### config.mk
export PLATFORM = sky130hd
export DESIGN_NAME = dci_interp
export DESIGN_NICKNAME = d
export VERILOG_FILES = /design/src/rtl/dci_pkg.sv /design/src/rtl/dci_fifo.sv /design/src/rtl/dci_interp.sv
export VERILOG_INCLUDE_DIRS = /design/src /design/src/rtl
export SDC_FILE = /design/constraint.sdc
export NUM_CORES = 1
export LEC_CHECK = 0
export CAP_MARGIN = 20
export CORE_UTILIZATION = 50
export DETAILED_ROUTE_END_ITERATION = 8
export DONT_BUFFER_PORTS = 1
export PLACE_DENSITY_LB_ADDON = 0.05
export SLEW_MARGIN = 5
export SYNTH_ARGS = -nofsm -noshare
export SYNTH_HDL_FRONTEND = slang
export SYNTH_SLANG_ARGS = --single-unit
### constraint.sdc
create_clock -name sys_clk -period 2.7 [get_ports sys_clk]
set_input_delay 0.27 -clock sys_clk [delete_from_list [all_inputs] [get_ports sys_clk]]
set_output_delay 0.27 -clock sys_clk [all_outputs]
set_load 0.1 [all_outputs]
### src/rtl/dci_map.svh
/*
  Constants of the debug command interpreter: command bytes, register
  field positions, reset values and timing counts.
  Assumes inclusion by bare name from the interpreter design file.
*/
`ifndef DCI_MAP_SVH
`define DCI_MAP_SVH

// Command bytes
`define DCI_CMD_REV      8'h00
`define DCI_CMD_STAT_RD  8'h02
`define DCI_CMD_CTL_WR   8'h04
`define DCI_CMD_CTL_RD   8'h05
`define DCI_CMD_PC_WR    8'h06
`define DCI_CMD_PC_RD    8'h07
`define DCI_CMD_REG_WR   8'h08
`define DCI_CMD_REG_RD   8'h09

// Control register fields
`define DCI_CTL_HALT     7
`define DCI_CTL_RESET    0
`define DCI_CTL_RST_VAL  8'h00
`define DCI_CTL_WR_MASK  8'hf1

// Status register fields
`define DCI_STAT_IDLE    7
`define DCI_STAT_HALT    6
`define DCI_STAT_RPEN    5

// Fill bytes for refused reads
`define DCI_FILL_BYTE    8'hff
`define DCI_FILL_WORD    16'hffff

// Break sent back after a link error, in system clock cycles
`define DCI_BREAK_CYC    13'd4096

`endif

### src/rtl/dci_pkg.sv
/*
  Types of the debug command interpreter: state encoding and the packed
  state record of the main module.
  Assumes dci_map.svh holds the numeric constants.
*/
package dci_pkg;

  typedef enum logic [7:0] {
    S_IDLE   = 8'b0000_0001,
    S_ARG    = 8'b0000_0010,
    S_SEND   = 8'b0000_0100,
    S_WDATA  = 8'b0000_1000,
    S_RDREQ  = 8'b0001_0000,
    S_RDWAIT = 8'b0010_0000,
    S_RDCAP  = 8'b0100_0000,
    S_RDTAKE = 8'b1000_0000
  } dci_state_t;

  typedef struct packed {
    dci_state_t  st;
    logic [7:0]  cmd;
    logic [1:0]  argn;
    logic [7:0]  hi;
    logic [11:0] addr;
    logic [8:0]  cnt;
    logic [15:0] resp;
    logic [1:0]  nresp;
    logic [7:0]  rdat;
    logic [7:0]  ctl;
    logic        push;
    logic [7:0]  push_data;
    logic        reg_wr;
    logic        reg_rd;
    logic [11:0] reg_addr;
    logic [7:0]  reg_wdata;
    logic        pc_wr;
    logic [15:0] pc_wdata;
    logic        rx_ready;
    logic        baud_reset;
    logic [12:0] brk_cnt;
    logic [9:0]  tx_sh;
    logic [3:0]  tx_bits;
    logic [15:0] tx_div;
    logic        pin_oe;
    logic        pin_o;
  } dci_st_t;

endpackage : dci_pkg

### src/rtl/dci_fifo.sv
/*
  Small synchronous FIFO for response bytes, width and depth as
  parameters, valid/ready on both sides, synchronous flush.
  Assumes one clock and a synchronous active-low reset.
*/
`timescale 1ns/1ps
module dci_fifo #(
  parameter int W = 8,
  parameter int D = 4
) (
  input  wire logic         sys_clk,
  input  wire logic         rst_b,
  input  wire logic         flush,
  input  wire logic         in_valid,
  output logic              in_ready,
  input  wire logic [W-1:0] in_data,
  output logic              out_valid,
  input  wire logic         out_ready,
  output logic [W-1:0]      out_data
);
  localparam int AW = $clog2(D);

  typedef struct packed {
    logic [D-1:0][W-1:0] mem;
    logic [AW-1:0]       wp;
    logic [AW-1:0]       rp;
    logic [AW:0]         cnt;
  } dci_fifo_st_t;

  dci_fifo_st_t q, d;
  logic         do_wr;
  logic         do_rd;

  // Depth must be a power of two, at least two
  if (D < 2 || (D & (D - 1)) != 0) begin : g_bad_depth
    $error("dci_fifo depth must be a power of two of at least two");
  end

  assign in_ready  = (q.cnt != (AW+1)'(D));
  assign out_valid = (q.cnt != '0);
  assign out_data  = q.mem[q.rp];
  assign do_wr     = in_valid && in_ready;
  assign do_rd     = out_valid && out_ready;

  // Pointer and count update
  always_comb begin
    d = q;
    if (do_wr) begin
      d.mem[q.wp] = in_data;
      d.wp        = q.wp + 1'b1;
    end
    if (do_rd) begin
      d.rp = q.rp + 1'b1;
    end
    if (do_wr && !do_rd) begin
      d.cnt = q.cnt + 1'b1;
    end else if (do_rd && !do_wr) begin
      d.cnt = q.cnt - 1'b1;
    end
    if (flush) begin
      d.wp  = '0;
      d.rp  = '0;
      d.cnt = '0;
    end
  end

  // State register
  always_ff @(posedge sys_clk) begin
    if (!rst_b) begin
      q <= '0;
    end else begin
      q <= d;
    end
  end

endmodule : dci_fifo

### src/rtl/dci_interp.sv
/*
  Debug command interpreter: decodes command bytes from the receive
  engine, keeps the debug control register, talks to the register file
  and program counter, and serialises answers onto the open-drain pin.
  Assumes the auto-baud engine delivers whole received bytes with an
  error pulse, and supplies the bit period in system clock cycles.
*/
`timescale 1ns/1ps
`include "dci_map.svh"

// Notes on behaviour
// - In debug mode every defined command runs, bar protection limits.
// - Outside debug mode only revision, status, control write and read act.
// - Protection refuses PC write/read and register read.
// - Command 00H answers revision, major byte first then minor.
// - Command 02H answers the debug status register byte.
// - Command 04H takes one byte into the debug control register.
// - Under protection a control write may set the halt flag, never clear.
// - Command 05H answers the debug control register byte.
// - Command 06H takes PC high then low; kept only in debug, unprotected.
// - Command 07H answers PC high then low, or FFFFH when refused.
// - Register write moves 1 to 256 bytes; size zero means 256.
// - Outside debug mode register write bytes are swallowed, nothing changes.
// - Under protection only flash control registers take written data.
// - Under protection flash command register takes only the mass-erase value.
// - Command 09H answers register bytes, or FFH each when refused.
// - Register read returns 1 to 256 bytes; size zero means 256.
// - Each byte is start bit, eight data bits LSB first, stop bit.
// - On break, framing error or collision: abort, send 4096-cycle break.
module dci_interp #(
  parameter logic [15:0] REVISION   = 16'h0100,
  parameter logic [11:0] FLASH_LO   = 12'hff8,
  parameter logic [11:0] FLASH_HI   = 12'hfff,
  parameter logic [11:0] FLASH_CMD  = 12'hff8,
  parameter logic [7:0]  MASS_ERASE = 8'h63,
  parameter int          FIFO_DEPTH = 4
) (
  input  wire logic        sys_clk,
  input  wire logic        rst_b,
  input  wire logic        rx_valid,
  input  wire logic [7:0]  rx_data,
  input  wire logic        rx_err,
  output logic             rx_ready,
  output logic             baud_reset,
  input  wire logic [15:0] baud_div,
  input  wire logic        debug_serial_pin_i,
  output logic             debug_serial_pin_o,
  output logic             debug_serial_pin_oe,
  input  wire logic        read_protect_option,
  input  wire logic        cpu_halted,
  input  wire logic        brk_idle,
  input  wire logic        brk_halt,
  input  wire logic        reset_done,
  output logic [7:0]       debug_control_reg,
  output logic             reg_wr_en,
  output logic             reg_rd_en,
  output logic [11:0]      reg_addr,
  output logic [7:0]       reg_wdata,
  input  wire logic [7:0]  reg_rdata,
  output logic             pc_wr_en,
  output logic [15:0]      pc_wdata,
  input  wire logic [15:0] pc_rdata
);

  dci_pkg::dci_st_t q, d;
  logic             fifo_in_ready;
  logic             fifo_out_valid;
  logic [7:0]       fifo_out_data;
  logic             pop;
  logic             flush;
  logic             push_ok;
  logic             allowed;
  logic             rx_take;
  logic             collide;
  logic [7:0]       status;

  // Flash window must be ordered and hold the command register
  if (FLASH_LO > FLASH_HI || FLASH_CMD < FLASH_LO || FLASH_CMD > FLASH_HI) begin : g_bad_flash
    $error("dci_interp flash window parameters are inconsistent");
  end

  // Parameter bytes expected after each command
  function automatic logic [1:0] arg_count(input logic [7:0] cmd);
    unique case (cmd)
      `DCI_CMD_CTL_WR: arg_count = 2'd1;
      `DCI_CMD_PC_WR:  arg_count = 2'd2;
      `DCI_CMD_REG_WR: arg_count = 2'd3;
      `DCI_CMD_REG_RD: arg_count = 2'd3;
      default:         arg_count = 2'd0;
    endcase
  endfunction : arg_count

  // Write allowed under protection: flash window, mass erase only on command
  function automatic logic flash_ok(input logic [11:0] a, input logic [7:0] b);
    flash_ok = (a >= FLASH_LO) && (a <= FLASH_HI) && (a != FLASH_CMD || b == MASS_ERASE);
  endfunction : flash_ok

  // Size byte to byte count, zero meaning 256
  function automatic logic [8:0] size_count(input logic [7:0] s);
    size_count = (s == 8'h00) ? 9'd256 : {1'b0, s};
  endfunction : size_count

  // Shared decodes
  assign allowed = q.ctl[`DCI_CTL_HALT] && !read_protect_option;
  assign push_ok = fifo_in_ready && !q.push;
  assign rx_take = rx_valid && q.rx_ready;
  assign pop     = fifo_out_valid && (q.tx_bits == 4'd0) && (q.brk_cnt == 13'd0);
  // Collision: own bit released, yet the pin reads low at mid-bit
  assign collide = (q.tx_bits != 4'd0) && !q.pin_oe && !debug_serial_pin_i
                   && (q.tx_div == {1'b0, baud_div[15:1]});
  assign flush   = rx_err || collide;
  assign status  = {q.ctl[`DCI_CTL_HALT] | brk_idle, cpu_halted, read_protect_option, 5'h00};

  // Next-state logic
  always_comb begin
    d            = q;
    d.push       = 1'b0;
    d.reg_wr     = 1'b0;
    d.reg_rd     = 1'b0;
    d.pc_wr      = 1'b0;
    d.baud_reset = 1'b0;
    d.pin_o      = 1'b0;

    // Reset completion clears the reset bit; a host write in the same cycle wins
    if (reset_done) begin
      d.ctl[`DCI_CTL_RESET] = 1'b0;
    end

    // Command decode and parameter collection
    unique case (q.st)
      dci_pkg::S_IDLE: begin
        if (rx_take) begin
          d.cmd = rx_data;
          unique case (rx_data)
            `DCI_CMD_REV: begin
              d.resp  = REVISION;
              d.nresp = 2'd2;
              d.st    = dci_pkg::S_SEND;
            end
            `DCI_CMD_STAT_RD: begin
              d.resp  = {8'h00, status};
              d.nresp = 2'd1;
              d.st    = dci_pkg::S_SEND;
            end
            `DCI_CMD_CTL_RD: begin
              d.resp  = {8'h00, q.ctl};
              d.nresp = 2'd1;
              d.st    = dci_pkg::S_SEND;
            end
            `DCI_CMD_PC_RD: begin
              d.resp  = allowed ? pc_rdata : `DCI_FILL_WORD;
              d.nresp = 2'd2;
              d.st    = dci_pkg::S_SEND;
            end
            `DCI_CMD_CTL_WR, `DCI_CMD_PC_WR, `DCI_CMD_REG_WR, `DCI_CMD_REG_RD: begin
              d.argn = arg_count(rx_data);
              d.st   = dci_pkg::S_ARG;
            end
            default: begin
              d.st = dci_pkg::S_IDLE;
            end
          endcase
        end
      end
      dci_pkg::S_ARG: begin
        if (rx_take) begin
          d.argn = q.argn - 2'd1;
          if (q.argn == 2'd3) begin
            d.addr[11:8] = rx_data[3:0];
          end else if (q.argn == 2'd2) begin
            d.addr[7:0] = rx_data;
            d.hi        = rx_data;
          end else begin
            d.st = dci_pkg::S_IDLE;
            unique case (q.cmd)
              `DCI_CMD_CTL_WR: begin
                d.ctl = rx_data & `DCI_CTL_WR_MASK;
                if (read_protect_option) begin
                  d.ctl[`DCI_CTL_HALT] = rx_data[`DCI_CTL_HALT] | q.ctl[`DCI_CTL_HALT];
                end
              end
              `DCI_CMD_PC_WR: begin
                d.pc_wr    = allowed;
                d.pc_wdata = {q.hi, rx_data};
              end
              `DCI_CMD_REG_WR: begin
                d.cnt = size_count(rx_data);
                d.st  = dci_pkg::S_WDATA;
              end
              default: begin
                d.cnt = size_count(rx_data);
                d.st  = dci_pkg::S_RDREQ;
              end
            endcase
          end
        end
      end
      dci_pkg::S_SEND: begin
        if (push_ok) begin
          d.push      = 1'b1;
          d.push_data = (q.nresp == 2'd2) ? q.resp[15:8] : q.resp[7:0];
          d.nresp     = q.nresp - 2'd1;
          if (q.nresp == 2'd1) begin
            d.st = dci_pkg::S_IDLE;
          end
        end
      end
      dci_pkg::S_WDATA: begin
        if (rx_take) begin
          // Debug mode needed; protection narrows to flash registers
          if (q.ctl[`DCI_CTL_HALT] && (!read_protect_option || flash_ok(q.addr, rx_data))) begin
            d.reg_wr    = 1'b1;
            d.reg_addr  = q.addr;
            d.reg_wdata = rx_data;
          end
          d.addr = q.addr + 12'd1;
          d.cnt  = q.cnt - 9'd1;
          if (q.cnt == 9'd1) begin
            d.st = dci_pkg::S_IDLE;
          end
        end
      end
      dci_pkg::S_RDREQ: begin
        // Refused reads skip the register file and answer the fill byte
        if (allowed) begin
          d.reg_rd   = 1'b1;
          d.reg_addr = q.addr;
          d.st       = dci_pkg::S_RDWAIT;
        end else begin
          d.rdat = `DCI_FILL_BYTE;
          d.st   = dci_pkg::S_RDTAKE;
        end
      end
      dci_pkg::S_RDWAIT: begin
        d.st = dci_pkg::S_RDCAP;
      end
      dci_pkg::S_RDCAP: begin
        d.rdat = reg_rdata;
        d.st   = dci_pkg::S_RDTAKE;
      end
      dci_pkg::S_RDTAKE: begin
        if (push_ok) begin
          d.push      = 1'b1;
          d.push_data = q.rdat;
          d.addr      = q.addr + 12'd1;
          d.cnt       = q.cnt - 9'd1;
          d.st        = (q.cnt == 9'd1) ? dci_pkg::S_IDLE : dci_pkg::S_RDREQ;
        end
      end
    endcase

    // Breakpoint halt sets the halt flag, winning over a same-cycle host clear
    if (brk_halt) begin
      d.ctl[`DCI_CTL_HALT] = 1'b1;
    end

    // Serial transmitter and break generator
    // The next frame starts only once the stop bit has gone out
    if (q.brk_cnt != 13'd0) begin
      d.brk_cnt = q.brk_cnt - 13'd1;
      d.pin_oe  = (q.brk_cnt != 13'd1);
    end else if (q.tx_bits != 4'd0) begin
      if (q.tx_div == 16'd0) begin
        d.tx_div  = baud_div - 16'd1;
        d.pin_oe  = !q.tx_sh[0];
        d.tx_sh   = {1'b1, q.tx_sh[9:1]};
        d.tx_bits = q.tx_bits - 4'd1;
      end else begin
        d.tx_div = q.tx_div - 16'd1;
      end
    end else if (pop) begin
      d.pin_oe  = 1'b1;
      d.tx_sh   = {2'b11, fifo_out_data};
      d.tx_bits = 4'd10;
      d.tx_div  = baud_div - 16'd1;
    end

    // Link error aborts everything and answers with a break
    // The control register is kept across an abort
    if (flush) begin
      d.st         = dci_pkg::S_IDLE;
      d.argn       = 2'd0;
      d.nresp      = 2'd0;
      d.push       = 1'b0;
      d.reg_wr     = 1'b0;
      d.reg_rd     = 1'b0;
      d.pc_wr      = 1'b0;
      d.tx_bits    = 4'd0;
      d.brk_cnt    = `DCI_BREAK_CYC;
      d.pin_oe     = 1'b1;
      d.baud_reset = 1'b1;
    end

    d.rx_ready = (d.brk_cnt == 13'd0) &&
                 (d.st == dci_pkg::S_IDLE || d.st == dci_pkg::S_ARG || d.st == dci_pkg::S_WDATA);
  end

  // State register
  always_ff @(posedge sys_clk) begin
    if (!rst_b) begin
      q     <= '0;
      q.st  <= dci_pkg::S_IDLE;
      q.ctl <= `DCI_CTL_RST_VAL;
    end else begin
      q <= d;
    end
  end

  // Response byte buffer between decoder and transmitter
  dci_fifo #(
    .W (8),
    .D (FIFO_DEPTH)
  ) dci_fifo_inst (
    .sys_clk   (sys_clk),
    .rst_b     (rst_b),
    .flush     (flush),
    .in_valid  (q.push),
    .in_ready  (fifo_in_ready),
    .in_data   (q.push_data),
    .out_valid (fifo_out_valid),
    .out_ready (pop),
    .out_data  (fifo_out_data)
  );

  // Outputs straight from the state register
  assign rx_ready            = q.rx_ready;
  assign baud_reset          = q.baud_reset;
  assign debug_serial_pin_o  = q.pin_o;
  assign debug_serial_pin_oe = q.pin_oe;
  assign debug_control_reg   = q.ctl;
  assign reg_wr_en           = q.reg_wr;
  assign reg_rd_en           = q.reg_rd;
  assign reg_addr            = q.reg_addr;
  assign reg_wdata           = q.reg_wdata;
  assign pc_wr_en            = q.pc_wr;
  assign pc_wdata            = q.pc_wdata;

endmodule : dci_interp

# Yosys cells after proc, flatten, opt, wreduce, memory -nomap -nowiden
# Index checks and enable logic that the tools add are counted.
# classes
n_reduce_logical	76
eq_ne	50
magnitude_cmp	5
bitwise	11
n_addsub	12
muxes	70
# op_table
operator	n
8-bit 2-to-1 mux	22
31-bit 2-to-1 mux	3
18-bit one-hot mux with 4 select lines	1
8-bit one-hot mux with 8 select lines	1
21-bit one-hot mux with 3 select lines	1
8-bit by 3-bit equality test with 1-bit output, second input constant	7
9-bit 2-to-1 mux	5
21-bit 2-to-1 mux	2
8-bit by 4-bit equality test with 1-bit output, second input constant	5
20-bit 2-to-1 mux	2
32-bit bitwise mux	1
16-bit 2-to-1 mux	2
16-bit by 1-bit subtractor with 16-bit output, second input constant	2
2-bit inequality test, second input constant	15
14-bit 2-to-1 mux	2
13-bit logical NOT	2
13-bit 2-to-1 mux	2
8-bit by 2-bit equality test with 1-bit output, second input constant	3
12-bit one-hot mux with 2 select lines	1
5-bit AND reduction	4
2-bit nonzero test	10
18-bit 2-to-1 mux	1
9-bit one-hot mux with 2 select lines	1
1-bit logical AND	17
other kinds (59)	112
# totals
elab_cells	260
output_inout_bits	51
regBits	212
input_bits	58

# Logic depth before layout (Yosys ltp)
# Gate-level depths: netlist (run 1).
# logic_depth
word_depth	12
ltp_mapped	13
ltp_nobuf	12

# Modules after synthesis
# From an unflattened synthesis (run 1), not the netlist that was laid out.
# hier_totals
cells_unflattened	1377
hier_area_um2	11015.6
# by_module_without_submodules
module	cells_each	n_inst	area_per_inst_um2
dci_interp	1209	1	9205.1
dci_fifo	168	1	1810.5

# Worst setup path before layout (run 1)
# OpenSTA, ideal clock, no wires.
# synth_timing
kind	register -> register
start	reg q[32] (netlist name)
end	reg dci_fifo_inst.q[1] (netlist name)
arrival_time_ps	2518
setup_time_ps	128
setup_slack_ps	55
path_stages_with_launch	12
path_cell_list	dfxtp_1 > inv_1 > ha_1 > nor3b_1 > and4_1 > buf_1 > nand2_1 > ha_1 > inv_1 > fa_1 > mux2i_1 > nor2_1
# synth_between
elab_chain_cells	6
elab_cells_between_ends	8
cone_classes	mux (1); reduce/logical (7)
# synth_lines
element	line	source
start: declaration	dci_interp.sv:65	dci_pkg::dci_st_t q, d;
13-bit logical NOT (*)	dci_interp.sv:107	assign pop = fifo_out_valid && (q.tx_bits == 4'd0) && (q.brk_cnt == 13'd0);
1-bit logical AND (*)	dci_interp.sv:107	
1-bit logical AND (*)	dci_fifo.sv:43	assign do_rd = out_valid && out_ready;
1-bit logical NOT	dci_fifo.sv:55	if (do_wr && !do_rd) begin
1-bit logical AND	dci_fifo.sv:55	
3-bit 2-to-1 mux or 2-bit nonzero test (tied branches)	-	
end signal: assignment	dci_fifo.sv:70	q <= '0;
end signal: assignment	dci_fifo.sv:72	q <= d;
end: declaration	dci_fifo.sv:30	dci_fifo_st_t q, d;
# Mark *: on every way between the ends. The rest lies on a longest branch, timed or not.
# A chain may end at the register's enable or synchronous reset.

# Worst setup path in the final report (run 1)
# layout_timing
start	reg q[175] (netlist name)
end	reg q (netlist bit rx_ready)
# layout_between
elab_chain_cells	9
elab_cells_between_ends	25
cone_classes	eq/ne (11); mux (11); reduce/logical (3)
# layout_lines
element	line	source
8-bit 2-to-1 mux	dci_interp.sv:170	end else if (q.argn == 2'd2) begin
8-bit 2-to-1 mux	dci_interp.sv:168	if (q.argn == 2'd3) begin
8-bit 2-to-1 mux	dci_interp.sv:166	if (rx_take) begin
8-bit one-hot mux with 8 select lines (*)	dci_interp.sv:130	unique case (q.st)
8-bit 2-to-1 mux (*)	dci_interp.sv:280	if (flush) begin
8-bit by 1-bit equality test with 1-bit output or 8-bit by 2-bit equality test with 1-bit output (tied branches)	dci_interp.sv:295	(d.st == dci_pkg::S_IDLE || d.st == dci_pkg::S_ARG || d.st == dci_pkg::S_WDATA);
1-bit logical OR	dci_interp.sv:295	
1-bit logical OR (*)	dci_interp.sv:295	
1-bit logical AND (*)	dci_interp.sv:294	d.rx_ready = (d.brk_cnt == 13'd0) &&
# Mark *: on every way between the ends. The rest lies on a longest branch, timed or not. The select of a mux whose other input is x is not followed.

==> results.md, run 1 <==
- CP Cell Sequence: or4_4, or4_4, and3_4, a311o_1, nor4b_1, o311a_1
- CTS tree: done
- Layout area overhead: 11.85%
- CORE AREA: 21290 um^2
- XOR/XNOR Fraction of Synth Area: 3.668%
- Worst path most repeated cell: or4_4
- Gpl congestion: 0.8696
- Die H: 150.2 um
- Post-synthesis mux area share: 3.474%
- Cell family with most CP delay: simple AND/OR/NAND/NOR gates
- PD cells: approximately 640 nW/um^2
- Max_slew headroom: 34.33%
- Residual DRC count: 0
- Setup Viol. Count Final: 0
- Post-Synth Adder-Cell Area: 2.233%
- Worst Path Required: 3130 ps
- Crit-path max FO: 6
- Most frequent cells after synthesis: dfxtp_1, nand2_1, a21oi_1, nor2_1, clkbuf_1
- Share of layout cells above drive strength 1: about an eighth
- Clock Pin Slew Worst Setup and Hold Paths: roughly 60 ps
- Min-delay worst type: in2reg
- FF-to-FF setup slack: 150 ps
- CP Class: reg2reg
- TritonCTS Sinks: approximately 210
- Initial antenna violation count: 0
- Final hold vios: 0
- Post-synth top area share: 38.46%
- Max Freq: 392.0 MHz
- Post-route setup slack: 148.7 ps
- Row count: 53
- CTS H-tree depth: 1
- Fin crit share: 94.49%
- CP peak stage delay: 580 ps
- Crit path buffers/inverters: 0
- Ranking of synthesized cells by area: dfxtp_1, a21oi_1, nand2_1
- Pre-antenna DRT Iters: 5
- Synth Register Bits: 211
- Clk_skew: 33.44 ps
- Crit start category: register
- Vias/cell: 5.883
- Synth Area in Compound Gates: 20.70%
- Num CTS Buffers: 24
- Post-synthesis simple-gate area fraction: 23.81%
- Largest Register: q
- Number of synthesized flops with an enable pin: 0
- Tot Pwr: 7.834 mW
- PortBufs: 0
- Ys async rst share: 0%
- Final WL: ~30000 um
- Ant diodes: 0
- Global route total overflow: 0
- Mean Syn Cell Area: ~8.0 um^2
- Die W: 150.2 um
- Initial core utilization: 51.60%
- DRT iter0 DRCs: 538
- CP arrival: 2980 ps
- Finished Layout Cells: 1666
- Unique masters post-synth: 80
- Number of global-route vias before repair: between 9k and 10k
- Num ports: 109
- Largest net degree at the start of global routing: 76
- CP endpoint kind: register
- Setup TNS: 0 ps
- Syn. warnings: 0
- Final Slew Violations: 0
- Peak VDD IR: 0.4226 mV
- Top-count cell post-synth: dfxtp_1
- Clock latency at the later pin of the worst-skew pair: 540 ps
- First-pass GRT wire length: 47730 um
- Yosys top cell by area: dfxtp_1
- Layout net count: 1453
- Lkg Pwr: 4.283 nW
- CTS Buffer Depth: 3
- Slowest-stage cell, CP: or4_4
- Synth Flop Type: dfxtp_1
- Largest family of logic cells by synthesized area: simple AND/OR/NAND/NOR gates
- Mapped Area: 10980 um^2
- Register area share after synthesis: 38.46%
- Max FFs per register: 125
- Gr usage total: 26.42%
- Placed cell count: 1597
- Die Footprint: ~23000 um^2
- HPWL after DPL: between 15000 and 20000 um
- Avg WL per Cell: 18.00 um
- RSZ-0062 raised after global routing: no
- Root Buffer: clkbuf_16
- Max Cap Viol: 0
- Dpl ws: 165.8 ps
- Status: finished, final reports clean
- Synthesized instance count: ~1.4k
- Fin crit period: 2551 ps
- Via count: 9801
- Worst Max-Slew Pin Slew: approximately 980 ps
- Detail Route Antenna Nets: 0
==> per-layer routing <==
layer | global-route usage (%) | vias up | wire length, um
met5 | 0 | - | 0
met4 | 7.222 | 0 | 579
met3 | 5.061 | 42 | 1848
met2 | 45.30 | 262 | 14350
met1 | 33.72 | 4613 | 13210
li1 | - | 4884 | -
==> cells by family (layout without fill, tap and decap cells) <==
| kind of cell | Yosys count | count (layout) |
|---|---|---|
| AND/OR/NAND/NOR | 542 | 542 |
| AO/OA/AOI/OAI | 361 | 361 |
| flip-flops | 211 | 211 |
| buffers and inverters | 173 | 180 |
| XOR/XNOR | 46 | 46 |
| multiplexers | 28 | 28 |
| adder cells (fa/ha/maj) | 19 | 19 |
| other | 1 | 4 |
==> worst register-to-register path: stages (launching register included) <==
cell	delay, ps
dfxtp_1	350
or4_4	580
or4_4	500
and3_4	210
a311o_1	350
nor4b_1	160
o311a_1	300
==> where the power goes <==
| part | internal, mW | switching [mW] | total, mW | leakage [nW] |
|---|---|---|---|---|
| Combinational | 0.568 | 0.794 | 1.36 | 2.21 |
| Clock | 1.85 | 1.32 | 3.17 | 0.372 |
| Sequential | 3.20 | 0.108 | 3.31 | 1.70 |
| Total | 5.61 | 2.22 | 7.83 | 4.28 |
==> area by class of cell <==
| type | instances | area, um^2 |
|---|---|---|
| clock buffers | 30 | 633.1 |
| repair buffers | 109 | 898.4 |
| well taps | 275 | 344.1 |
| clock inverters | 11 | 118.9 |
| flip-flops and latches | 211 | 4224 |
| multi-input cells | 1000 | 5952 |
| fillers | 1974 | 9001 |
| inverters | 30 | 115.1 |
==> repair_timing <==
action,in CTS,in global routing
gates resized for setup,0,1
endpoints found under the setup margin,0,2
setup buffers,0,0
hold buffers,28,0
endpoints found under the hold margin,80,0
==> path summary, 6_finish.rpt <==
| check | start | end | cells after the start |
|---|---|---|---|
| worst max-delay path | q[175]$_SDFF_PN0_ | rx_ready$_SDFF_PN0_ | 6 |
| worst min-delay path | rx_data[1] | q[113]$_SDFFE_PN0P_ | 2 |
| worst max register to register | q[175]$_SDFF_PN0_ | rx_ready$_SDFF_PN0_ | 6 |
| worst min register to register | q[167]$_SDFFE_PN0P_ | q[167]$_SDFFE_PN0P_ | 2 |
==> layout by cell type, fill, tap and decap left out, types with 7 or more instances in the layout <==
cell	n
mux4_2	8
nand4_1	10
xnor2_1	31
nor4_1	17
a21oi_1	173
clkbuf_16	24
nor2_1	136
ha_1	18
o221a_2	16
nand2_1	180
or4_1	10
inv_1	29
xor2_1	15
and3_1	11
o21ai_0	55
nor3_1	31
a31oi_1	15
dfxtp_1	211
a311oi_1	11
nand2b_1	11
mux2i_1	19
nand3_1	64
dlygate4sd3_1	27
a211oi_1	15
o211ai_1	12
or3_1	14
buf_4	81
clkinv_2	7
==> through the flow <==
stage | area, um^2 | util, % | hold WS [ps]
4_1_cts | 12280 | 57.69 | 0.5873
5_1_grt | 12290 | 57.71 | 6.558
2_1_floorplan | 11000 | - | 421.8
3_5_place_dp | 11240 | 52.79 | 414.2
3_3_place_gp | 11240 | 52.79 | 410.0
6_report | 12290 | 57.71 | 15.12
No activity file was read; power rests on OpenSTA's default activity.
==> inputs of run 2 (changes only) <==
--- a/config.mk
+++ b/config.mk
@@ -13,2 +13,3 @@
 export PLACE_DENSITY_LB_ADDON = 0.05
+export SKIP_LAST_GASP = 1
 export SLEW_MARGIN = 5
--- a/constraint.sdc
+++ b/constraint.sdc
@@ -3,2 +3,2 @@
 set_output_delay 0.27 -clock sys_clk [all_outputs]
-set_load 0.1 [all_outputs]
+set_load 0.005 [all_outputs]
==> run 2 against run 1 <==
  * Non-clock buffer count decreased by 24
  * Final area decreased by 1.0%
  * Register-to-register slack got worse by 20 ps
  * First-iteration DRC count increased by 12%
  * Critical path type unchanged
  * Clock power increased by 2%
  * Utilization decreased by 0.58 points
  * Largest power group unchanged
  * Power decreased by 0.23%
  * Largest cell class unchanged
  * Via count decreased by 0.51%
==> results.md, run 2 (synthesis results as in run 1) <==
- Reg2Reg Launch Point: q[175]$_SDFF_PN0_
- First-pass GRT wire length: 47490 um (-0.51%)
- Share of layout cells above drive strength 1: 10.67% (-1.2 points)
- Crit start category: register
- Detail Route Antenna Nets: 0 (unchanged)
- Clock Pin Slew Worst Setup and Hold Paths: 60 ps (about the same)
- Final WL: 29450 um (-1.8%)
- Setup Viol. Count Final: 0 (unchanged)
- CP endpoint kind: register
- Largest Register: q
- Layout fillers: 2019 (+2.3%)
- Worst Path Required: 3110 ps (-20 ps)
- PD cells: 642.7 nW/um^2 (+0.79%)
- Initial antenna violation count: 0 (unchanged)
- CORE AREA: 21290 um^2 (unchanged)
- RSZ-0062 raised after global routing: yes
- Vias/cell: 5.935 (+0.88%)
- Min-delay worst type: in2reg
- Tot Pwr: 7.816 mW (-0.23%)
- Layout area overhead: 10.72%
- Die H: 150.2 um (unchanged)
- Via count: 9751 (-0.51%)
- Fin crit period: 2569 ps (+17.41 ps)
- Final Slew Violations: 0 (unchanged)
- Num CTS Buffers: 24 (unchanged)
- Final hold vios: 0 (unchanged)
- PortBufs: 0 (unchanged)
- Commonest non-fill, non-tap cells in the layout: dfxtp_1, nand2_1, a21oi_1
- Global route total overflow: 0 (unchanged)
- Gr usage total: 26.04% (-0.39 points)
- Switching Share: 27.38% (-0.95 points)
- Fin crit share: 95.14% (+0.64 points)
- Hold Slack: 11.97 ps (-3.149 ps)
- Number of global-route vias before repair: 9087 (-2.0%)
- Placed cell area: 11050 um^2 (-1.7%)
- FF-to-FF setup slack: 130 ps (-20 ps)
- Clock latency at the later pin of the worst-skew pair: 530 ps (about the same)
- Largest net degree at the start of global routing: 105 (+38%)
- Worst Max-Slew Pin Slew: 752.8 ps (-230.8 ps)
- Peak VDD IR: 0.4455 mV (+5.4%)
- Setup TNS: 0 ps (unchanged)
- Internal power: 5.676 mW (+1.1%)
- HPWL after DPL: 19790 um (-0.53%)
- Max FFs per register: 125 (unchanged)
- Sequential Power Share: 42.2% (about the same)
- Comb pwr share: 16.6% (-0.8 points)
- Max Freq: 389.3 MHz (-0.68%)
- Die W: 150.2 um (unchanged)
- Hold_sp: pc_rdata[8]
- Status: finished, final reports clean
- CP Class: reg2reg
- Crit-path max FO: 7 (+1)
- CTS tree: done
- Row count: 53 (unchanged)
- Hold Path End: q[121]$_SDFFE_PN0P_
- TritonCTS Sinks: 211 (unchanged)
- DRT iter0 DRCs: 602 (+12%)
- Num ports: 109 (unchanged)
- Layout net count: 1429 (-1.7%)
- Fin area: 12160 um^2 (-1.0%)
- Max Cap Viol: 0 (unchanged)
- Gpl congestion: 0.9054 (+4.1%)
- Commonest non-fill, non-tap cell in the layout: dfxtp_1
- Clk pwr share: 41.2% (+0.8 points)
- Pre-antenna DRT Iters: 7 (+2)
- Avg WL per Cell: 17.93 um (-0.40%)
- Ant diodes: 0 (unchanged)
- Max_slew headroom: 49.35% (+15 points)
- CTS Buffer Depth: 3 (unchanged)
- R2R Path End: rx_ready$_SDFF_PN0_
- Initial core utilization: 51.60% (unchanged)
- P_sw: 2.140 mW (-3.6%)
- CTS H-tree depth: 1 (unchanged)
- R2R cell count: 6 (unchanged)
- Lkg Pwr: 4.173 nW (-2.6%)
- Hold depth: 4 (+2)
- Residual DRC count: 0 (unchanged)
- Root Buffer: clkbuf_16
- Clk_skew: 9.380 ps (-24.06 ps)
- Die Footprint: 22560 um^2 (unchanged)
- CP arrival: 2980 ps (about the same)
==> run 2: changes by cell type in the layout (fill, tap and decap cells not counted) <==
cell,change
or3_1,-1
nor3b_1,+1
nor3b_2,-1
clkinv_2,-2
buf_4,-25
ha_1,-1
or3b_1,-1
or3b_4,+1
buf_16,+1
bufinv_16,-1
clkbuf_1,-2
clkbuf_8,+6
or3_2,+1
ha_2,+1
==> run 2: area by class of cell <==
cell class,instances,area (um^2),share of cell area [%]
inverter,30,115.1,0.9465
clock inverter,8,78.83,0.6481
clock buffer,34,708.2,5.823
sequential,211,4224,34.73
tap,275,344.1,2.829
multi-input combinational,1000,5953,48.95
timing repair buffer,85,738.2,6.070
==> run 2: timing repair <==
action / in CTS / in global routing
resized for setup: 0 / 3
setup buffers: 0 / 0
hold buffers: 28 / 0
setup endpoints to repair: 0 / 16
hold endpoints to repair: 81 / 0
==> run 2: how the worst max path moves through the flow <==
stage,start,slack [ps],cells past startpoint,to
after floorplan,q[32]$_SDFF_PN0_,50,11,dci_fifo_inst.q[1]$_SDFFE_PP0P_
after global placement,q[175]$_SDFF_PN0_,180,6,rx_ready$_SDFF_PN0_
final,q[175]$_SDFF_PN0_,130,6,rx_ready$_SDFF_PN0_
after CTS,q[175]$_SDFF_PN0_,130,6,rx_ready$_SDFF_PN0_
after global routing,q[174]$_SDFF_PN0_,-3,7,reg_addr[0]$_SDFFE_PN0P_
after detailed placement,q[175]$_SDFF_PN0_,140,6,rx_ready$_SDFF_PN0_
==> run 2: critical path: stages, from the launching register on <==
cell and delay [ps]:
dfxtp_1 360, or4_4 580, or4_4 500, and3_4 200, a311o_1 360, o211a_1 150, o311a_1 320
==> run 2: through the flow <==
step	std cells	utilization [%]	setup slack [ps]
after floorplan	1384	-	54.71
after global placement	1572	51.91	183.2
after detailed placement	1572	51.91	139.4
after CTS	1642	56.97	131.9
after global routing	1643	57.13	-2.871
final	1643	57.13	131.3
==> run 2: metal layers <==
| layer | GRT usage [%] | part of all wire [%] |
|---|---|---|
| met2 | 43.89 | 48 |
| met1 | 34.32 | 44 |
| met3 | 4.121 | 6.2 |
| met4 | 7.273 | 2.0 |
| met5 | 0 | 0 |
==> run 2: power groups by stage <==
| stage | combinational [mW] | sequential, mW | clock (mW) |
|---|---|---|---|
| 3_5_place_dp | 1.21 | 3.36 | 0 |
| 3_3_place_gp | 1.22 | 3.36 | 0 |
| 5_1_grt | 1.44 | 3.31 | 3.42 |
| 2_1_floorplan | 0.968 | 3.33 | 0 |
| 6_report | 1.30 | 3.29 | 3.22 |
| 4_1_cts | 1.29 | 3.29 | 3.30 |
==> inputs of run 3 (changes only) <==
- ABC_AREA: default -> 1
- CAP_MARGIN: 20 -> default
- HOLD_SLACK_MARGIN: default -> 0.02
==> run 3 against run 2 <==
  * Die area up 4.1%
  * Clock skew up 2.5 ps
  * Final area grew 1.7%
  * Non-clock buffer count fell by 40
  * Setup slack gained 100 ps
  * Largest cell class unchanged
  * Hold slack better by 23 ps
  * Clock power rose by 3%
==> results.md, run 3 <==
- Mean Syn Cell Area: 6.894 um^2 (-13%)
- Clk_skew: 11.90 ps (+2.523 ps)
- Clock latency at the later pin of the worst-skew pair: 520 ps (about the same)
- Largest Register: q
- Lkg Pwr: 4.964 nW (+19%)
- Dpl ws: 247.3 ps (+107.9 ps)
- Slowest-stage cell, CP: fa_1
- Crit-path max FO: 6 (-1)
- CTS H-tree depth: 1 (unchanged)
- Ranking of synthesized cells by area: dfxtp_1, nand2_1, o21ai_0
- Yosys top cell by area: dfxtp_1
- Crit start category: register
- P_sw: 2.491 mW (+16%)
- Max Freq: 405.7 MHz (+4.2%)
- RSZ-0062 raised after global routing: no
- Post-layout util: 55.83% (-1.3 points)
- Min-delay worst type: in2reg
- Vias/cell: 5.414 (-8.8%)
- PD cells: 667.3 nW/um^2 (+3.8%)
- Unique masters post-synth: 55 (-31%)
- Layout fillers: 2221 (+10%)
- Post-synth top area share: 36.91% (-1.5 points)
- Ys async rst share: 0% (unchanged)
- Initial core utilization: 51.64% (about the same)
- Setup TNS: 0 ps (unchanged)
- Share of layout cells above drive strength 1: 8.105% (-2.6 points)
- Top-count cell post-synth: nand2_1
- Switching Share: 30.17% (+2.8 points)
- Post-route setup slack: 234.9 ps (+103.6 ps)
- Commonest non-fill, non-tap cells in the layout: nand2_1, dfxtp_1, nor2_1
- TritonCTS Sinks: 211 (unchanged)
- Post-CTS resize count: 0 (unchanged)
- Die Footprint: 23500 um^2 (+4.1%)
- R2R cell count: 12 (+6)
- CORE AREA: 22160 um^2 (+4.1%)
- Via count: 10.40k (+6.7%)
- Final Slew Violations: 0 (unchanged)
- Commonest non-fill, non-tap cell in the layout: nand2_1
- Most frequent cells after synthesis: nand2_1, dfxtp_1, nor2_1, inv_1, o21ai_0
- PortBufs: 0 (unchanged)
- Layout area overhead: 8.101%
- Pre-antenna DRT Iters: 5 (-2)
- Fin crit period: 2465 ps (-103.6 ps)
- Global route total overflow: 0 (unchanged)
- Clk pwr share: 40.3% (-0.9 points)
- Initial antenna violation count: 1 (+1)
- CTS tree: done
- CP peak stage delay: 410 ps (-170 ps)
- Number of setup buffers added after CTS: 0 (unchanged)
- Internal power: 5.765 mW (+1.6%)
- Post-CTS Hold Fix Bufs: 27 (-3.6%)
- HPWL after DPL: 20890 um (+5.6%)
- Max_slew headroom: 41.76% (-7.6 points)
- Synth Register Bits: 211 (unchanged)
- Hold depth: 2 (-2)
- Num CTS Buffers: 24 (unchanged)
- Final hold vios: 0 (unchanged)
- Max FFs per register: 125 (unchanged)
- Final WL: 30360 um (+3.1%)
- Gr usage total: 25.73% (-0.31 points)
- Worst Max-Slew Pin Slew: 873.7 ps (+120.8 ps)
- Gpl congestion: 0.8979 (-0.83%)
- CP arrival: 2850 ps (-130 ps)
- Avg WL per Cell: 15.80 um (-12%)
- Number of synthesized flops with an enable pin: 0 (unchanged)
- DRT iter0 DRCs: 507 (-16%)
- Detail Route Antenna Nets: 0 (unchanged)
- Synth Flop Type: dfxtp_1
- Comb pwr share: 19.6% (+3.0 points)
- Layout net count: 1702 (+19%)
- Die H: 153.3 um (+2.0%)
- Residual DRC count: 0 (unchanged)
- Max Cap Viol: 0 (unchanged)
- CP Cell Sequence: inv_1, ha_1, nand2_2, nor2_4, nand2_4, nor2_1, nand2_1, ha_1, inv_1, fa_1, mux2i_1, nor2_1
- Die W: 153.3 um (+2.0%)
- Tot Pwr: 8.256 mW (+5.6%)
- Peak VDD IR: 0.4782 mV (+7.3%)
- Status: finished, final reports clean
- Largest net degree at the start of global routing: 106 (+0.95%)
- First-pass GRT wire length: 49530 um (+4.3%)
- Num ports: 109 (unchanged)
- Register area share after synthesis: 36.91% (-1.5 points)
- Clock Pin Slew Worst Setup and Hold Paths: 60 ps (about the same)
- Fin crit share: 91.30% (-3.8 points)
- CTS Buffer Depth: 3 (unchanged)
- Worst Path Required: 3080 ps (-30 ps)
- Setup Viol. Count Final: 0 (unchanged)
- Root Buffer: clkbuf_16
- Mapped Area: 11440 um^2 (+4.2%)
- Row count: 54 (+1.9%)
- Synthesized instance count: 1660 (+20%)
- CP endpoint kind: register
- Number of global-route vias before repair: 9784 (+7.7%)
- Ant diodes: 0 (unchanged)
- CP Class: reg2reg
- Sequential Power Share: 40.1% (-2.1 points)
- Syn. warnings: 0 (unchanged)
run 3: cell count changes in the layout (fill, tap and decap cells not counted), moves of 18 or more:
cell,delta
a21oi_1,-21
buf_4,-38
inv_1,+139
mux2i_1,-18
nand2_1,+134
nand3_1,+22
nor2_1,+56
nor2_2,+19
o21ai_0,+110
xnor2_1,-21
run 3: cell families (layout without fill, tap and decap cells):
family,count (synthesis),after routing,synth area share (%)
multiplexers,2,2,0.1858
other,1,4,0.03277
flip-flops,211,211,36.91
XOR/XNOR,35,35,2.678
adder cells (fa/ha/maj),19,19,2.143
buffers and inverters,292,270,11.79
AND/OR/NAND/NOR,701,701,26.91
AO/OA/AOI/OAI,399,399,19.36
run 3: worst paths after layout:
check | start | end | slack, ps
worst max-delay path | q[32]$_SDFF_PN0_ | dci_fifo_inst.q[1]$_SDFFE_PP0P_ | 230
worst min-delay path | pc_rdata[12] | q[125]$_SDFFE_PN0P_ | 30
worst max register to register | q[32]$_SDFF_PN0_ | dci_fifo_inst.q[1]$_SDFFE_PP0P_ | 230
worst min register to register | q[153]$_SDFFE_PN0P_ | q[153]$_SDFFE_PN0P_ | 440
run 3: layout make-up:
type	count	area, um^2	area share [%]
Timing Repair Buffer	45	422.9	3.418
Inverter	183	689.4	5.572
Multi-Input combinational cell	1160	5883	47.55
Sequential cell	211	4224	34.14
Tap cell	280	350.3	2.832
Clock buffer	31	688.2	5.562
Clock inverter	11	113.9	0.9203
run 3: power groups by stage:
stage	Clock (mW)	Combinational, mW	Sequential, mW
floorplan	0	1.31	3.35
global placement	0	1.55	3.38
detailed placement	0	1.54	3.38
CTS	3.40	1.62	3.31
global route	3.53	1.86	3.32
finish	3.32	1.62	3.31
run 3: worst max-delay path, delay by kind of cell, from the launching register on:
kind	cells	cell delay, ps
adder cells (fa/ha/maj)	3	930
flip-flops	1	330
buffers and inverters	2	230
AND/OR/NAND/NOR	6	700
multiplexers	1	130
run 3: through the flow:
stage | area, um^2 | cells | hold slack (ps)
2_1_floorplan | 11460 | 1663 | 412.9
5_1_grt | 12370 | 1921 | 27.56
4_1_cts | 12370 | 1921 | 20.71
3_5_place_dp | 11280 | 1852 | 386.3
3_3_place_gp | 11280 | 1852 | 377.0
6_report | 12370 | 1921 | 34.66
run 3: routing by layer:
| metal | global-route usage [%] | up-vias | wire (um) |
|---|---|---|---|
| met5 | 0 | - | 9 |
| met4 | 7.792 | 2 | 690 |
| met3 | 4.593 | 56 | 1597 |
| li1 | - | 5351 | - |
| met2 | 44.64 | 217 | 14330 |
| met1 | 32.32 | 4775 | 13730 |
